--- config.mk ---
export PLATFORM = sky130hd
export DESIGN_NAME = meter_status_control_regs
export DESIGN_NICKNAME = d
export VERILOG_FILES = /design/src/meter_status_control_regs.v
export VERILOG_INCLUDE_DIRS = /design/src
export SDC_FILE = /design/constraint.sdc
export NUM_CORES = 1
export LEC_CHECK = 0
export ABC_AREA = 0
export BUFFER_PORTS_ARGS = -buffer_cell sky130_fd_sc_hd__buf_2
export CAP_MARGIN = 10
export CORE_ASPECT_RATIO = 1.2
export CORE_MARGIN = 1
export CORE_UTILIZATION = 51
export DETAILED_ROUTE_END_ITERATION = 10
export PLACE_DENSITY_LB_ADDON = 0.15
export SYNTH_ARGS = -nofsm -noshare
export SYNTH_HDL_FRONTEND = slang
export SYNTH_SLANG_ARGS = --single-unit
--- constraint.sdc ---
create_clock -name CLK_SYS -period 3.1 [get_ports CLK_SYS]
set_input_delay 0.62 -clock CLK_SYS [delete_from_list [all_inputs] [get_ports CLK_SYS]]
set_output_delay 0.62 -clock CLK_SYS [all_outputs]
set_load 0.05 [all_outputs]
--- src/meter_regs_defs.vh ---
`ifndef METER_REGS_DEFS_VH
`define METER_REGS_DEFS_VH
// Register indices (byte address is four times the index)
`define IDX_EVENT_FLAGS 8'h0F
`define IDX_EVENT_ENABLE_MASK 8'h1A
`define IDX_TEMPERATURE_RESULT 8'h1B
`define IDX_CHIP_CONTROL 8'h1C
`define IDX_ACTIVE_PULSE_SOURCE 8'h1D
`define IDX_APPARENT_PULSE_SOURCE 8'h1E
`define IDX_REACTIVE_PULSE_SOURCE 8'h1F
`define IDX_MODE_CONTROL 8'h10
// Reset values
`define RST_EVENT_FLAGS 24'h000001
`define RST_EVENT_ENABLE_MASK 24'h000000
`define RST_CHIP_CONTROL 24'h000000
`define RST_MODE_CONTROL 24'h000000
// Status bit positions
`define BIT_LOW_RATE_READY 23
`define BIT_CUR2_OVER_RANGE 22
`define BIT_VOLT2_OVER_RANGE 21
`define BIT_SAMPLE_READY 20
`define BIT_CUR2_RMS_OVER_RANGE 19
`define BIT_VOLT2_RMS_OVER_RANGE 18
`define BIT_CUR1_OVER_RANGE 17
`define BIT_VOLT1_OVER_RANGE 16
`define BIT_ENERGY2_OVER_RANGE 15
`define BIT_CUR1_RMS_OVER_RANGE 14
`define BIT_VOLT1_RMS_OVER_RANGE 13
`define BIT_ENERGY1_OVER_RANGE 12
`define BIT_CUR1_FAULT_FLAG 11
`define BIT_VOLT1_DIP_FLAG 10
`define BIT_CUR2_FAULT_FLAG 9
`define BIT_VOLT2_DIP_FLAG 8
`define BIT_TEMP_REFRESHED 7
`define BIT_TEMP_MOD_OSC 6
`define BIT_CUR2_MOD_OSC 5
`define BIT_VOLT_MOD_OSC 4
`define BIT_CUR1_MOD_OSC 3
`define BIT_LOW_SUPPLY_FLAG 2
`define BIT_FREQ_REFRESHED 1
`define BIT_INVALID_COMMAND_N 0
// Control fields
`define CTL_PHASE_HI 23
`define CTL_PHASE_LO 16
`define CTL_CUR2_RANGE_SEL 12
`define CTL_EEPROM_STOP 8
`define CTL_CUR1_RANGE_SEL 5
`define CTL_IRQ_OPEN_DRAIN 4
`define CTL_HOST_CLK_OUT_OFF 2
`define CTL_XTAL_OSC_OFF 1
`define CTL_WRITABLE_MASK 24'hFF1136
// Mode control field
`define MODE_CHAN_SEL 0
// AXI responses
`define RESP_OKAY 2'h0
`define RESP_SLVERR 2'h2
`endif

--- src/meter_status_control_regs.v ---
// Summary of operation
// - Temperature register holds signed Celsius, point bit16.
// - Pulse sources follow channel one or two.
// - Pulse source values are signed fractions.
// - Write-one clears status only when condition gone.
// - Mask bit lets status drive interrupt; resets 0.
// - Low-rate-ready bit 23 sets on update.
// - Sample-ready bit 20 sets on refresh.
// - Instantaneous over-range bits 16,17,21,22.
// - RMS over-range bits 13,14,18,19.
// - Energy over-range bits 12 and 15.
// - Fault bits 11,9; dip bits 10,8.
// - Temperature-updated bit 7 sets on new value.
// - Modulator oscillation bits 6,4,3,5.
// - Low-supply bit 2 with hysteresis hold.
// - Invalid-command bit 0 active low.
// - Control 23:16 sets channel-two phase delay.
// - Range bits 5,12 select 250/50 mV.
// - Writing one to bit 8 stops EEPROM.
// - Control bit 4 selects open-drain interrupt.
// - Control bit 2 disables host clock output.
// - Control bit 1 disables crystal oscillator.
// - Frequency-updated bit 1 sets on update.
// - Channel select lives in mode control register.
`include "meter_regs_defs.vh"
module meter_status_control_regs (
   // Clock and reset
   input wire CLK_SYS,
   input wire RESETN,
   // AXI4-Lite write address
   input wire [31:0] S_AXI_AWADDR,
   input wire S_AXI_AWVALID,
   output reg S_AXI_AWREADY,
   // AXI4-Lite write data
   input wire [31:0] S_AXI_WDATA,
   input wire [3:0] S_AXI_WSTRB,
   input wire S_AXI_WVALID,
   output reg S_AXI_WREADY,
   // AXI4-Lite write response
   output reg [1:0] S_AXI_BRESP,
   output reg S_AXI_BVALID,
   input wire S_AXI_BREADY,
   // AXI4-Lite read address
   input wire [31:0] S_AXI_ARADDR,
   input wire S_AXI_ARVALID,
   output reg S_AXI_ARREADY,
   // AXI4-Lite read data
   output reg [31:0] S_AXI_RDATA,
   output reg [1:0] S_AXI_RRESP,
   output reg S_AXI_RVALID,
   input wire S_AXI_RREADY,
   // Measurement datapath results (same clock)
   input wire [23:0] TEMP_VALUE,
   input wire TEMP_UPDATE,
   input wire [23:0] ACTIVE_AVG1,
   input wire [23:0] APPARENT1,
   input wire [23:0] REACTIVE_AVG1,
   input wire [23:0] ACTIVE_AVG2,
   input wire [23:0] APPARENT2,
   input wire [23:0] REACTIVE_AVG2,
   input wire PULSE_UPDATE,
   // Status events and held conditions from the datapath (same clock)
   input wire [23:0] EVENT_SET,
   input wire [23:0] EVENT_HOLD,
   input wire INVALID_COMMAND,
   // Supply monitor comparator levels (asynchronous pins)
   input wire SUPPLY_BELOW_LOW,
   input wire SUPPLY_ABOVE_HIGH,
   // Control outputs
   output reg [7:0] PHASE_DELAY_FIELD,
   output reg CUR1_RANGE_SEL,
   output reg CUR2_RANGE_SEL,
   output reg EEPROM_STOP,
   output reg HOST_CLK_OUT_OFF,
   output reg XTAL_OSC_OFF,
   output reg PULSE_CHAN_SEL,
   // Interrupt pin as two signals
   output reg IRQ_N_OUT,
   output reg IRQ_N_OE
);

////////////////////////////////////////////////////////////////////////////////
// Functions

// Word index of a byte address; upper bits must be zero to hit
function [8:0] word_index;
   input [31:0] addr;
   begin
      word_index = (addr[31:10] == 22'h000000) ? {1'b1, addr[9:2]} : 9'h000;
   end
endfunction

// Byte-lane merge of a write into a 24-bit register
function [23:0] lane_merge;
   input [23:0] old;
   input [31:0] data;
   input [3:0] strb;
   begin
      lane_merge[7:0] = strb[0] ? data[7:0] : old[7:0];
      lane_merge[15:8] = strb[1] ? data[15:8] : old[15:8];
      lane_merge[23:16] = strb[2] ? data[23:16] : old[23:16];
   end
endfunction

////////////////////////////////////////////////////////////////////////////////
// Storage

reg [23:0] flags_reg; // Status, sticky
reg [23:0] mask_reg; // Interrupt enables
reg [23:0] ctrl_reg; // Control, stop bit not stored
reg [23:0] mode_reg; // Mode control, channel select only used
reg [23:0] temp_reg; // Temperature result
reg [23:0] active_pulse_source_reg; // Active pulse source
reg [23:0] apparent_pulse_source_reg; // Apparent pulse source
reg [23:0] reactive_pulse_source_reg; // Reactive pulse source
reg below_meta_reg; // Synchroniser stage one, read only by stage two
reg below_sync_reg;
reg above_meta_reg;
reg above_sync_reg;
reg low_supply_hold_reg; // Low-supply condition with hysteresis
reg [31:0] awaddr_reg; // Captured write address
reg aw_full_reg;
reg [31:0] wdata_reg; // Captured write data
reg [3:0] wstrb_reg;
reg w_full_reg;

////////////////////////////////////////////////////////////////////////////////
// Write channel: take address and data in any order, then respond

wire wr_go = aw_full_reg && w_full_reg && !S_AXI_BVALID;
wire [8:0] wr_idx = word_index(awaddr_reg);
wire wr_hit = wr_idx[8];
wire [7:0] wr_reg = wr_idx[7:0];
wire wr_flags = wr_go && wr_hit && (wr_reg == `IDX_EVENT_FLAGS);
wire wr_mask = wr_go && wr_hit && (wr_reg == `IDX_EVENT_ENABLE_MASK);
wire wr_ctrl = wr_go && wr_hit && (wr_reg == `IDX_CHIP_CONTROL);
wire wr_mode = wr_go && wr_hit && (wr_reg == `IDX_MODE_CONTROL);
wire wr_ro = wr_go && wr_hit && ((wr_reg == `IDX_TEMPERATURE_RESULT) ||
   (wr_reg == `IDX_ACTIVE_PULSE_SOURCE) || (wr_reg == `IDX_APPARENT_PULSE_SOURCE) ||
   (wr_reg == `IDX_REACTIVE_PULSE_SOURCE));
wire wr_ok = wr_flags || wr_mask || wr_ctrl || wr_mode || wr_ro;
wire [23:0] wr_merged = lane_merge(24'h000000, wdata_reg, wstrb_reg);

// Handshake registers for the write side
always @(posedge CLK_SYS)
begin
   if (!RESETN)
   begin
      S_AXI_AWREADY <= 1'b0;
      S_AXI_WREADY <= 1'b0;
      aw_full_reg <= 1'b0;
      w_full_reg <= 1'b0;
      awaddr_reg <= 32'h00000000;
      wdata_reg <= 32'h00000000;
      wstrb_reg <= 4'h0;
      S_AXI_BVALID <= 1'b0;
      S_AXI_BRESP <= `RESP_OKAY;
   end
   else
   begin
      // Ready is a one-cycle pulse so each item is taken exactly once
      S_AXI_AWREADY <= S_AXI_AWVALID && !aw_full_reg && !S_AXI_AWREADY;
      S_AXI_WREADY <= S_AXI_WVALID && !w_full_reg && !S_AXI_WREADY;
      if (S_AXI_AWVALID && S_AXI_AWREADY)
      begin
         awaddr_reg <= S_AXI_AWADDR;
         aw_full_reg <= 1'b1;
      end
      if (S_AXI_WVALID && S_AXI_WREADY)
      begin
         wdata_reg <= S_AXI_WDATA;
         wstrb_reg <= S_AXI_WSTRB;
         w_full_reg <= 1'b1;
      end
      if (wr_go)
      begin
         aw_full_reg <= 1'b0;
         w_full_reg <= 1'b0;
         S_AXI_BVALID <= 1'b1;
         S_AXI_BRESP <= wr_ok ? `RESP_OKAY : `RESP_SLVERR;
      end
      else if (S_AXI_BVALID && S_AXI_BREADY)
         S_AXI_BVALID <= 1'b0;
   end
end

////////////////////////////////////////////////////////////////////////////////
// Read channel

wire [8:0] rd_idx = word_index(S_AXI_ARADDR);
reg [23:0] rd_word;
reg rd_ok;

// Read mux; unmapped addresses answer zero with an error
always @*
begin
   rd_ok = rd_idx[8];
   rd_word = 24'h000000;
   case (rd_idx[7:0])
      `IDX_EVENT_FLAGS: rd_word = flags_reg;
      `IDX_EVENT_ENABLE_MASK: rd_word = mask_reg;
      `IDX_TEMPERATURE_RESULT: rd_word = temp_reg;
      `IDX_CHIP_CONTROL: rd_word = ctrl_reg;
      `IDX_MODE_CONTROL: rd_word = mode_reg;
      `IDX_ACTIVE_PULSE_SOURCE: rd_word = active_pulse_source_reg;
      `IDX_APPARENT_PULSE_SOURCE: rd_word = apparent_pulse_source_reg;
      `IDX_REACTIVE_PULSE_SOURCE: rd_word = reactive_pulse_source_reg;
      default: rd_ok = 1'b0;
   endcase
end

// Read handshake; data sampled when the address is taken
always @(posedge CLK_SYS)
begin
   if (!RESETN)
   begin
      S_AXI_ARREADY <= 1'b0;
      S_AXI_RVALID <= 1'b0;
      S_AXI_RDATA <= 32'h00000000;
      S_AXI_RRESP <= `RESP_OKAY;
   end
   else
   begin
      S_AXI_ARREADY <= S_AXI_ARVALID && !S_AXI_RVALID && !S_AXI_ARREADY;
      if (S_AXI_ARVALID && S_AXI_ARREADY)
      begin
         S_AXI_RVALID <= 1'b1;
         S_AXI_RDATA <= {8'h00, rd_word};
         S_AXI_RRESP <= rd_ok ? `RESP_OKAY : `RESP_SLVERR;
      end
      else if (S_AXI_RVALID && S_AXI_RREADY)
         S_AXI_RVALID <= 1'b0;
   end
end

////////////////////////////////////////////////////////////////////////////////
// Supply monitor synchronisers and hysteresis

// Two flops per pin before any logic looks at the levels
always @(posedge CLK_SYS)
begin
   if (!RESETN)
   begin
      below_meta_reg <= 1'b0;
      below_sync_reg <= 1'b0;
      above_meta_reg <= 1'b0;
      above_sync_reg <= 1'b0;
      low_supply_hold_reg <= 1'b0;
   end
   else
   begin
      below_meta_reg <= SUPPLY_BELOW_LOW;
      below_sync_reg <= below_meta_reg;
      above_meta_reg <= SUPPLY_ABOVE_HIGH;
      above_sync_reg <= above_meta_reg;
      // Held from dropping below low until rising above high
      if (below_sync_reg)
         low_supply_hold_reg <= 1'b1;
      else if (above_sync_reg)
         low_supply_hold_reg <= 1'b0;
   end
end

////////////////////////////////////////////////////////////////////////////////
// Status set, clear and hold

reg [23:0] set_vec; // Events that set a bit this cycle
reg [23:0] hold_vec; // Conditions still present, block a clear
reg [23:0] flags_next;

// Set beats clear; a write-one clear is refused while the cause persists
always @*
begin
   set_vec = EVENT_SET;
   set_vec[`BIT_TEMP_REFRESHED] = EVENT_SET[`BIT_TEMP_REFRESHED] | TEMP_UPDATE;
   set_vec[`BIT_LOW_SUPPLY_FLAG] = low_supply_hold_reg;
   set_vec[`BIT_INVALID_COMMAND_N] = 1'b0;
   hold_vec = EVENT_HOLD;
   hold_vec[`BIT_LOW_SUPPLY_FLAG] = low_supply_hold_reg;
   hold_vec[`BIT_INVALID_COMMAND_N] = 1'b0;
   flags_next = flags_reg;
   if (wr_flags)
      flags_next = flags_reg & ~(wr_merged & ~hold_vec);
   flags_next = flags_next | set_vec;
   // Active-low bit: a bad command drops it, a write of one restores it
   if (INVALID_COMMAND)
      flags_next[`BIT_INVALID_COMMAND_N] = 1'b0;
   else if (wr_flags && wr_merged[`BIT_INVALID_COMMAND_N])
      flags_next[`BIT_INVALID_COMMAND_N] = 1'b1;
   else
      flags_next[`BIT_INVALID_COMMAND_N] = flags_reg[`BIT_INVALID_COMMAND_N];
end

////////////////////////////////////////////////////////////////////////////////
// Register updates

// Writable and datapath-loaded registers
always @(posedge CLK_SYS)
begin
   if (!RESETN)
   begin
      flags_reg <= `RST_EVENT_FLAGS;
      mask_reg <= `RST_EVENT_ENABLE_MASK;
      ctrl_reg <= `RST_CHIP_CONTROL;
      mode_reg <= `RST_MODE_CONTROL;
      temp_reg <= 24'h000000;
      active_pulse_source_reg <= 24'h000000;
      apparent_pulse_source_reg <= 24'h000000;
      reactive_pulse_source_reg <= 24'h000000;
      EEPROM_STOP <= 1'b0;
   end
   else
   begin
      flags_reg <= flags_next;
      if (wr_mask)
         mask_reg <= lane_merge(mask_reg, wdata_reg, wstrb_reg);
      // Stop is a command bit: it pulses and never reads back as one
      if (wr_ctrl)
         ctrl_reg <= lane_merge(ctrl_reg, wdata_reg, wstrb_reg) & `CTL_WRITABLE_MASK &
            ~(24'h000001 << `CTL_EEPROM_STOP);
      EEPROM_STOP <= wr_ctrl && wstrb_reg[1] && wdata_reg[`CTL_EEPROM_STOP];
      if (wr_mode)
         mode_reg <= lane_merge(mode_reg, wdata_reg, wstrb_reg) & 24'h000001;
      if (TEMP_UPDATE)
         temp_reg <= TEMP_VALUE;
      // Pulse sources copy the selected channel's averages
      if (PULSE_UPDATE)
      begin
         active_pulse_source_reg <= mode_reg[`MODE_CHAN_SEL] ? ACTIVE_AVG2 : ACTIVE_AVG1;
         apparent_pulse_source_reg <= mode_reg[`MODE_CHAN_SEL] ? APPARENT2 : APPARENT1;
         reactive_pulse_source_reg <= mode_reg[`MODE_CHAN_SEL] ? REACTIVE_AVG2 : REACTIVE_AVG1;
      end
   end
end

////////////////////////////////////////////////////////////////////////////////
// Control outputs and interrupt pin

// All outputs registered; interrupt follows flags one cycle later
always @(posedge CLK_SYS)
begin
   if (!RESETN)
   begin
      PHASE_DELAY_FIELD <= 8'h00;
      CUR1_RANGE_SEL <= 1'b0;
      CUR2_RANGE_SEL <= 1'b0;
      HOST_CLK_OUT_OFF <= 1'b0;
      XTAL_OSC_OFF <= 1'b0;
      PULSE_CHAN_SEL <= 1'b0;
      IRQ_N_OUT <= 1'b1;
      IRQ_N_OE <= 1'b1;
   end
   else
   begin
      PHASE_DELAY_FIELD <= ctrl_reg[`CTL_PHASE_HI:`CTL_PHASE_LO];
      CUR1_RANGE_SEL <= ctrl_reg[`CTL_CUR1_RANGE_SEL];
      CUR2_RANGE_SEL <= ctrl_reg[`CTL_CUR2_RANGE_SEL];
      HOST_CLK_OUT_OFF <= ctrl_reg[`CTL_HOST_CLK_OUT_OFF];
      XTAL_OSC_OFF <= ctrl_reg[`CTL_XTAL_OSC_OFF];
      PULSE_CHAN_SEL <= mode_reg[`MODE_CHAN_SEL];
      IRQ_N_OUT <= ~|(flags_reg & mask_reg);
      // Open drain drives only the low level; push-pull always drives
      if (ctrl_reg[`CTL_IRQ_OPEN_DRAIN])
         IRQ_N_OE <= |(flags_reg & mask_reg);
      else
         IRQ_N_OE <= 1'b1;
   end
end

endmodule

# Word level (Yosys, flattened, before mapping)
# Cells that the tools add are included.
[op_classes] n_eq_ne=16 n_mux=21 n_bitwise=8 reduce_logical=54
[ops] operator="$pmux W24 S8" count=1
[ops] operator="$eq A8 B5 Y1 const B" count=14
[ops] operator="$mux W24" count=4
[ops] operator="$and A24 B24 Y24" count=3
[ops] operator="$not A24 Y24" count=2
[ops] operator="$logic_not A22 Y1" count=2
[ops] operator="$mux W8" count=3
[ops] operator="$or A24 B24 Y24" count=1
[ops] operator="$reduce_or A24 Y1" count=1
[ops] operator="$logic_and A1 B1 Y1" count=22
[ops] operator="$mux W9" count=2
[ops] operator="$eq A8 B4 Y1 const B" count=2
[ops] operator="$reduce_and A2 Y1" count=8
[ops] operator="$mux W1" count=9
[ops] operator="$logic_not A1 Y1" count=8
[ops] operator="$reduce_bool A2 Y1" count=4
[ops] operator="$reduce_or A8 Y1" count=1
[ops] operator="$logic_or A1 B1 Y1" count=7
[ops] operator="$mux W2" count=2
[ops] operator="$reduce_or A2 Y1" count=1
[ops] operator="$not A1 Y1" count=1
[ops] operator="$or A1 B1 Y1" count=1
[word_totals] reg_bits=273 in_bits=328 output_inout_bits=57 elab_cells=139

# Logic depth before layout (Yosys ltp)
# Gate-level depths: netlist of run 1.
[logic_depth] word_depth=9 mapped_depth=7

# Worst setup path before layout of run 1
# OpenSTA, ideal clock, no wires.
[synth_timing] kind="input to register" startpoint="input port S_AXI_ARADDR[7]" endpoint="register S_AXI_RDATA[22]" setup_time_ps=69 t_arrival_ps=2343 required_time_ps=3031 setup_slack_ps=688 stages=7 n_path_buf=2 path_cell_list="or4b_1 -> buf_2 -> a221o_1 -> a2111oi_4 -> nand3_2 -> buf_6 -> o21ai_1"
[synth_between] elab_chain_len=3 elab_cells_between_ends=10
[synth_rtl] element="start, declared" line_no="meter_status_control_regs.v:44" text="input wire [31:0] S_AXI_ARADDR,"
[synth_rtl] element="$mux W9 (*)" line_no="meter_status_control_regs.v:89" text="word_index = (addr[31:10] == 22'h000000) ? {1'b1, addr[9:2]} : 9'h000;"
[synth_rtl] element="$eq A8 B5 Y1 or $eq A8 B4 Y1 (tied branches)" line_no="meter_status_control_regs.v:199" text="case (rd_idx[7:0])"
[synth_rtl] element="$pmux W24 S8 (*)" line_no="meter_status_control_regs.v:199"
[synth_rtl] element="end signal, assigned" line_no="meter_status_control_regs.v:228" text="S_AXI_RDATA <= {8'h00, rd_word};"
[synth_rtl] element="end, declared" line_no="meter_status_control_regs.v:48" text="output reg [31:0] S_AXI_RDATA,"
# Mark *: on every way between the ends. The rest lies on a longest branch, timed or not.
# A chain may end at the register's enable or synchronous reset.

# Worst setup path after layout of run 1
[layout_timing] startpoint="input port S_AXI_ARADDR[5]" endpoint="register S_AXI_RDATA[23]"
# Same word-level chain as after synthesis.

==> run_results.csv, run 1 <==
group,metric,value,unit
final_layout,final_common_cell,"buf_2",
grt,grt_max_degree,122,
critical_path,path_cells,"buf_2 > nand4bb_1 > or4_1 > a2111oi_4 > nand3_2 > o21ai_0",
final_layout,drive_gt1_share,27.6,%
synthesis,syn-instance-count,1294,
drt,vias,10700,
floorplanning,dieArea,24200,µm²
timing,fin_worst_skew,0.0259,ns
final_layout,regArea,5390,µm²
clock_network,clkTransAtPathRegs,0.06,ns
flow_run,maxCapViolations,0,
timing,drv_slew,0,
final_layout,fill_cells,2012,
floorplanning,initial_core_util,51.9,%
final_layout,multi_input_area,6160,µm²
drt,routed_wl,35300,µm
synthesis,synth_xor_area_share,0.0729,%
synthesis,synth_compound_area_share,19.0,%
final_layout,syn2layout_area_growth,23.9,%
clock_network,cts_tree,"done",
place,gp_congestion,0.879,
clock_network,hold_buffers,0,
place,numPortBuffers,357,
critical_path,cpPeakStageDelay,0.56,ns
clock_network,post-cts-setup-buffers,0,
power,p_leak,6.56,nW
critical_path,crit_arrival,2.82,ns
synthesis,synth_cell_types,52,
clock_network,numCtsBuffers,27,
synthesis,yosysWarnings,0,
timing,setup_viol,0,
place,dp_hpwl,26500,µm
place,post-place-cells,1890,
final_layout,final_cells,1939,
clock_network,clkLatencyLatePin,0.54,ns
critical_path,critical_path_class,"in -> reg",
final_layout,layout_common_cells,"buf_2 (355), nand2_1 (280), dfxtp_1 (268)",
critical_path,end_kind,"register",
status,status,"finished, final reports clean",
synthesis,synth_area,12000,µm²
drt,first_iter_violations,875,
grt,grt_overflow,0,
timing,hold_viol,0,
timing,finalSetupTns,0,ns
timing,fin_crit_sh,77.0,%
final_layout,n_antenna_cell,0,
worst_hold_path,hp-class,"in -> reg",
drt,vias_per_cell,5.50,
final_layout,layout.nets,1932,
power,irDropWorstVdd,0.445,mV
floorplanning,rows,61,
clock_network,h-tree-depth,1,
timing,whs,0.278,ns
timing,tightest_slew,1.02,ns
critical_path,startpoint_type,"input port",
drt,ant_nets,0,
clock_network,clock_path_buffers,3,
floorplanning,die_width,142,µm
clock_network,clock_sinks,269,
timing,slew_headroom,32.1,%
critical_path,worstPathMaxFanout,23,
synthesis,async_flop_share,0,%
clock_network,post_cts_resized,0,
grt,grt_usage,28.3,%
grt,grt_pass1_vias,10000,
critical_path,rrSetupSlack,0.86,ns
drt,avgRoutedWirePerCell,18.2,µm
critical_path,crit_path_top_delay_cell,"or4_1",
synthesis,ys_ff_latch,269,
grt,grt_pass1_wl,53400,µm
final_layout,fin_util,64.3,%
final_layout,largest_reg_flops,30,
power,p_per_area,511,nW/µm²
drt,drc,0,
synthesis,avgSynthCellArea,9.28,µm²
synthesis,synth-seq-area-share,44.8,%
floorplanning,die_h,170,µm
synthesis,synth_top_family_by_area,"compound AO/OA/AOI/OAI gates",
critical_path,required,3.54,ns
grt,grt_antenna_before_repair,2,
synthesis,muxShareOfSynthArea,14.6,%
synthesis,yosys_most_used_dff,"dfxtp_1",
synthesis,synth_edf_count,0,
clock_network,root_buffer,"clkbuf_16",
timing,rsz0062_at_grt,"no",
timing,fmax,0.419,GHz
floorplanning,coreArea,23100,µm²
synthesis,synthAdderAreaFrac,0,%
drt,dr.pass1.iters,5,
timing,fin_crit,2.39,ns
critical_path,reg2reg_depth,5,
synthesis,synthSimpleGateAreaFrac,17.3,%
worst_hold_path,whs_path_depth,2,
floorplanning,pin_count,385,
==> layout make-up <==
| cell class | count | area share (%) |
|---|---|---|
| sequential | 269 | 36.2 |
| timing repair buffer | 383 | 13.7 |
| tap | 315 | 2.65 |
| inverter | 7 | 0.177 |
| clock inverter | 9 | 0.664 |
| multi-input combinational | 916 | 41.4 |
| clock buffer | 40 | 5.14 |
==> worst paths after layout <==
check             startpoint         endpoint
max reg2reg   awaddr_reg[25]     ctrl_reg[21]
max          S_AXI_ARADDR[5]  S_AXI_RDATA[23]
min          INVALID_COMMAND     flags_reg[0]
min reg2reg      aw_full_reg    S_AXI_AWREADY
==> cells by family after synthesis <==
kind of cell              count (synthesis)
DFF                                     269
other                                     1
xor gates and xnor gates                  1
AOI/OAI and AO/OA                       293
buffers and inverters                   118
and+or+nand+nor                         439
muxes                                   173
==> power breakdown <==
| group | total [W] | internal (W) | switching (W) |
|---|---|---|---|
| Sequential | 0.00370 | 0.00360 | 0.000108 |
| Clock | 0.00319 | 0.00187 | 0.00132 |
| Combinational | 0.000710 | 0.000335 | 0.000375 |
| Total | 0.00761 | 0.00580 | 0.00181 |
==> worst max-delay path, delay by kind of cell <==
kind            cells  cell delay (ns)
simple gates        3             1.23
compound gates      2             0.78
buf+inv             1             0.20
==> metrics by stage <==
| stage | cell area [µm²] | setup WS, ns | total power [W] |
|---|---|---|---|
| floorplan | 12000 | 0.688 | 0.00415 |
| global placement | 14000 | 0.283 | 0.00447 |
| detailed placement | 14000 | 0.189 | 0.00448 |
| CTS | 14900 | 0.726 | 0.00766 |
| global route | 14900 | 0.568 | 0.00787 |
| finish | 14900 | 0.714 | 0.00761 |
==> metal layers <==
layer / up-vias / global-route usage, % / part of all wire, %
met5: - / 0 / 0.037
met2: 409 / 48.2 / 48
met1: 4939 / 35.1 / 41
li1: 5255 / - / -
met4: 2 / 11.0 / 3.4
met3: 68 / 5.23 / 7.6
==> cells in the mapped netlist, drive strengths merged (14+ instances only) <==
cell	count	area share, %
nor3	22	1.0
mux2i	159	13
nand2	280	8.8
mux2	14	1.3
o211a	72	6.0
dfxtp	269	45
nor3b	23	1.4
a21boi	58	3.6
a22oi	15	0.94
a222oi	21	1.8
a21oi	36	1.5
o21ai	47	2.0
and2	16	0.83
nor2b	27	1.4
clkbuf	83	2.6
buf	28	1.3
nor2	15	0.47
No activity file was read; power rests on OpenSTA's default activity.
==> inputs of run 2 (changes only) <==
- ABC_AREA: 0 -> 1
- CORE_UTILIZATION: 51 -> 47
- clock period: 3.1 -> 2 ns (I/O delays scaled with it)
==> run_results.csv, run 2 <==
group,metric,value,unit
status,status,"finished, final reports clean",
floorplanning,dieArea,27000,µm²
critical_path,required,2.48,ns
floorplanning,rows,64,
worst_hold_path,whs_path_depth,3,
grt,grt_usage,30.5,%
power,p_per_area,769,nW/µm²
critical_path,critPathBufInv,4,
drt,vias_per_cell,5.21,
power,net-switching-power,0.00302,W
drt,vias,13100,
critical_path,cpPeakStageDelay,0.30,ns
drt,dr.pass1.iters,5,
grt,grt_pass1_vias,12100,
grt,grt_pass1_wl,64300,µm
final_layout,fill_cells,2461,
timing,tightest_slew,1.12,ns
synthesis,ys_ff_latch,269,
final_layout,layout.nets,2496,
clock_network,numCtsBuffers,28,
floorplanning,die_width,150,µm
clock_network,h-tree-depth,1,
timing,whs,0.0404,ns
worst_hold_path,hold_end,"above_meta_reg",
flow_run,maxCapViolations,0,
power,p_leak,7.91,nW
critical_path,startpoint_type,"register",
grt,grt_overflow,0,
power,seqPwrFrac,47.5,%
floorplanning,coreArea,25700,µm²
final_layout,final_common_cell,"nand2_1",
place,numPortBuffers,357,
synthesis,avgSynthCellArea,6.83,µm²
critical_path,reg2reg_depth,12,
power,irDropWorstVdd,0.754,mV
synthesis,synth.largest_area_cell,"dfxtp_1",
floorplanning,initial_core_util,48.3,%
timing,setup_viol,0,
timing,drv_slew,0,
synthesis,yosysMostFrequentCell,"nand2_1",
worst_hold_path,hp-class,"in -> reg",
synthesis,synth_common_cells,"nand2_1 (376), dfxtp_1 (269), nand3_1 (236), nor2_1 (236), inv_1 (193)",
place,post-place-cells,2462,
synthesis,synth_cell_types,34,
critical_path,crit_path_top_delay_cell,"dfxtp_1",
critical_path,crit_arrival,2.42,ns
place,gp_congestion,0.935,
clock_network,clock_sinks,269,
critical_path,critPathTopFamily,"simple AND/OR/NAND/NOR gates",
place,dp_hpwl,31900,µm
timing,fmax,0.516,GHz
power,intPower,0.00924,W
power,p_clk_share,43.3,%
synthesis,synth-seq-area-share,43.4,%
final_layout,fin_util,62.0,%
power,p_comb_share,9.2,%
critical_path,rrSetupSlack,0.06,ns
worst_hold_path,min_from,"SUPPLY_ABOVE_HIGH",
critical_path,worstPathMaxFanout,7,
timing,timing.final.ws_setup,0.0628,ns
final_layout,final_cells,2516,
timing,fin_crit,1.94,ns
clock_network,clock_path_buffers,3,
power,netSwitchingFraction,24.6,%
timing,fin_crit_sh,96.9,%
clock_network,cts_tree,"done",
drt,first_iter_violations,1018,
place,place_ws,-0.350,ns
critical_path,reg2reg_from,"awaddr_reg[24]",
critical_path,critical_path_class,"reg -> reg",
drt,avgRoutedWirePerCell,16.8,µm
grt,grt_antenna_before_repair,2,
timing,slew_headroom,25.3,%
drt,routed_wl,42300,µm
timing,fin_worst_skew,0.0113,ns
clock_network,clkTransAtPathRegs,0.06,ns
critical_path,path_cells,"inv_1 > nand4_1 > nor4_4 > nand3_2 > buf_6 > nor3_4 > buf_6 > nand2_4 > nor2_4 > buf_6 > o21ai_0 > nor2_1",
critical_path,cp_common_cell,"buf_6",
drt,ant_nets,0,
final_layout,drive_gt1_share,23.9,%
synthesis,synth_area,12400,µm²
clock_network,clkLatencyLatePin,0.55,ns
floorplanning,pin_count,385,
drt,drc,0,
floorplanning,die_h,180,µm
synthesis,yosysWarnings,0,
final_layout,largest_reg_flops,30,
grt,grt_max_degree,75,
timing,rsz0062_at_grt,"yes",
synthesis,synth_edf_count,0,
synthesis,synth.top_cell.area_share,43.4,%
final_layout,layout_common_cells,"nand2_1 (373), buf_2 (357), dfxtp_1 (268)",
synthesis,async_flop_share,0,%
critical_path,end_kind,"register",
critical_path,reg2reg_to,"mask_reg[1]",
timing,hold_viol,0,
clock_network,hold_buffers,0,
clock_network,root_buffer,"clkbuf_16",
synthesis,syn-instance-count,1817,
final_layout,syn2layout_area_growth,28.5,%
synthesis,synthTopCellsByArea,"dfxtp_1 (43%), nand2_1 (11%), nand3_1 (9.5%), nor2_1 (7.1%), inv_1 (5.8%)",
synthesis,yosys_most_used_dff,"dfxtp_1",
==> run 2: changes by cell type in the layout (fill, tap and decap cells not counted), moves of 27 or more <==
cell and delta:
a21oi_1 +52, inv_1 +185, o21ai_0 +76, o211ai_1 +72, nor2b_1 -27, nand2_1 +93
nor2_1 +218, mux2i_1 -159, nand3_1 +228, buf_4 +37, o211a_1 -72, a21boi_0 -58
==> run 2: layout make-up <==
| type | count | area (µm²) | area share [%] |
|---|---|---|---|
| clock inverters | 7 | 101 | 0.636 |
| clock buffers | 40 | 836 | 5.24 |
| inverters | 200 | 751 | 4.71 |
| flip-flops and latches | 269 | 5390 | 33.8 |
| repair buffers | 437 | 2570 | 16.1 |
| multi-input cells | 1232 | 5890 | 36.9 |
| diodes | 1 | 2.50 | 0.0157 |
| well taps | 330 | 413 | 2.59 |
==> run 2: worst max-delay path by stage <==
stage | startpoint | end | cells past startpoint
floorplan | S_AXI_ARADDR[11] | S_AXI_RDATA[14] | 13
global placement | S_AXI_ARADDR[11] | S_AXI_RDATA[12] | 14
detailed placement | S_AXI_ARADDR[11] | S_AXI_RDATA[17] | 15
CTS | awaddr_reg[30] | flags_reg[1] | 10
global route | awaddr_reg[30] | flags_reg[2] | 10
finish | awaddr_reg[24] | mask_reg[1] | 12
==> run 2: power groups by stage <==
stage / combinational, W / clock [W] / sequential [W]
2_1_floorplan: 0.000589 / 0 / 0.00584
3_3_place_gp: 0.00107 / 0 / 0.00592
6_report: 0.00113 / 0.00531 / 0.00582
4_1_cts: 0.00110 / 0.00537 / 0.00581
3_5_place_dp: 0.00109 / 0 / 0.00592
5_1_grt: 0.00126 / 0.00559 / 0.00583
==> run 2: cells by family (layout without fill, tap and decap cells) <==
kind of cell,count (synthesis),in the layout,share of synthesized area [%]
AND/OR/NAND/NOR,905,905,31.4
buffers and inverters,325,684,10.6
AO/OA/AOI/OAI,317,317,14.6
flip-flops,269,269,43.4
other,1,11,0.0302
==> run 2: what timing repair did <==
item	CTS	global route
setup endpoints to repair	58	61
resized for setup	3	59
buffers inserted	0	3
cloned	0	3
pin swaps	0	5
==> run 2: metal layers <==
metal	global-route usage, %	vias to the layer above	share of wire [%]
li1	-	6577	-
met1	37.7	5954	41
met2	52.6	502	48
met3	4.52	79	7.3
met4	11.7	2	4.0
met5	0	-	0.031
==> run 2: per-stage QoR <==
stage                     cell area, µm²  total power [W]  TNS [ns]
final                              15900           0.0123         0
after global routing               15900           0.0127     -1.62
after CTS                          15700           0.0123         0
after detailed placement           14800          0.00701    -10.11
after global placement             14800          0.00699     -7.38
after floorplan                    12400          0.00643         0
==> run 2: worst register-to-register path: stages, from the launching register on <==
cell and delay [ns]:
dfxtp_1 0.30, inv_1 0.06, nand4_1 0.20, nor4_4 0.25
nand3_2 0.11, buf_6 0.16, nor3_4 0.12, buf_6 0.17
nand2_4 0.06, nor2_4 0.12, buf_6 0.12, o21ai_0 0.08
nor2_1 0.13
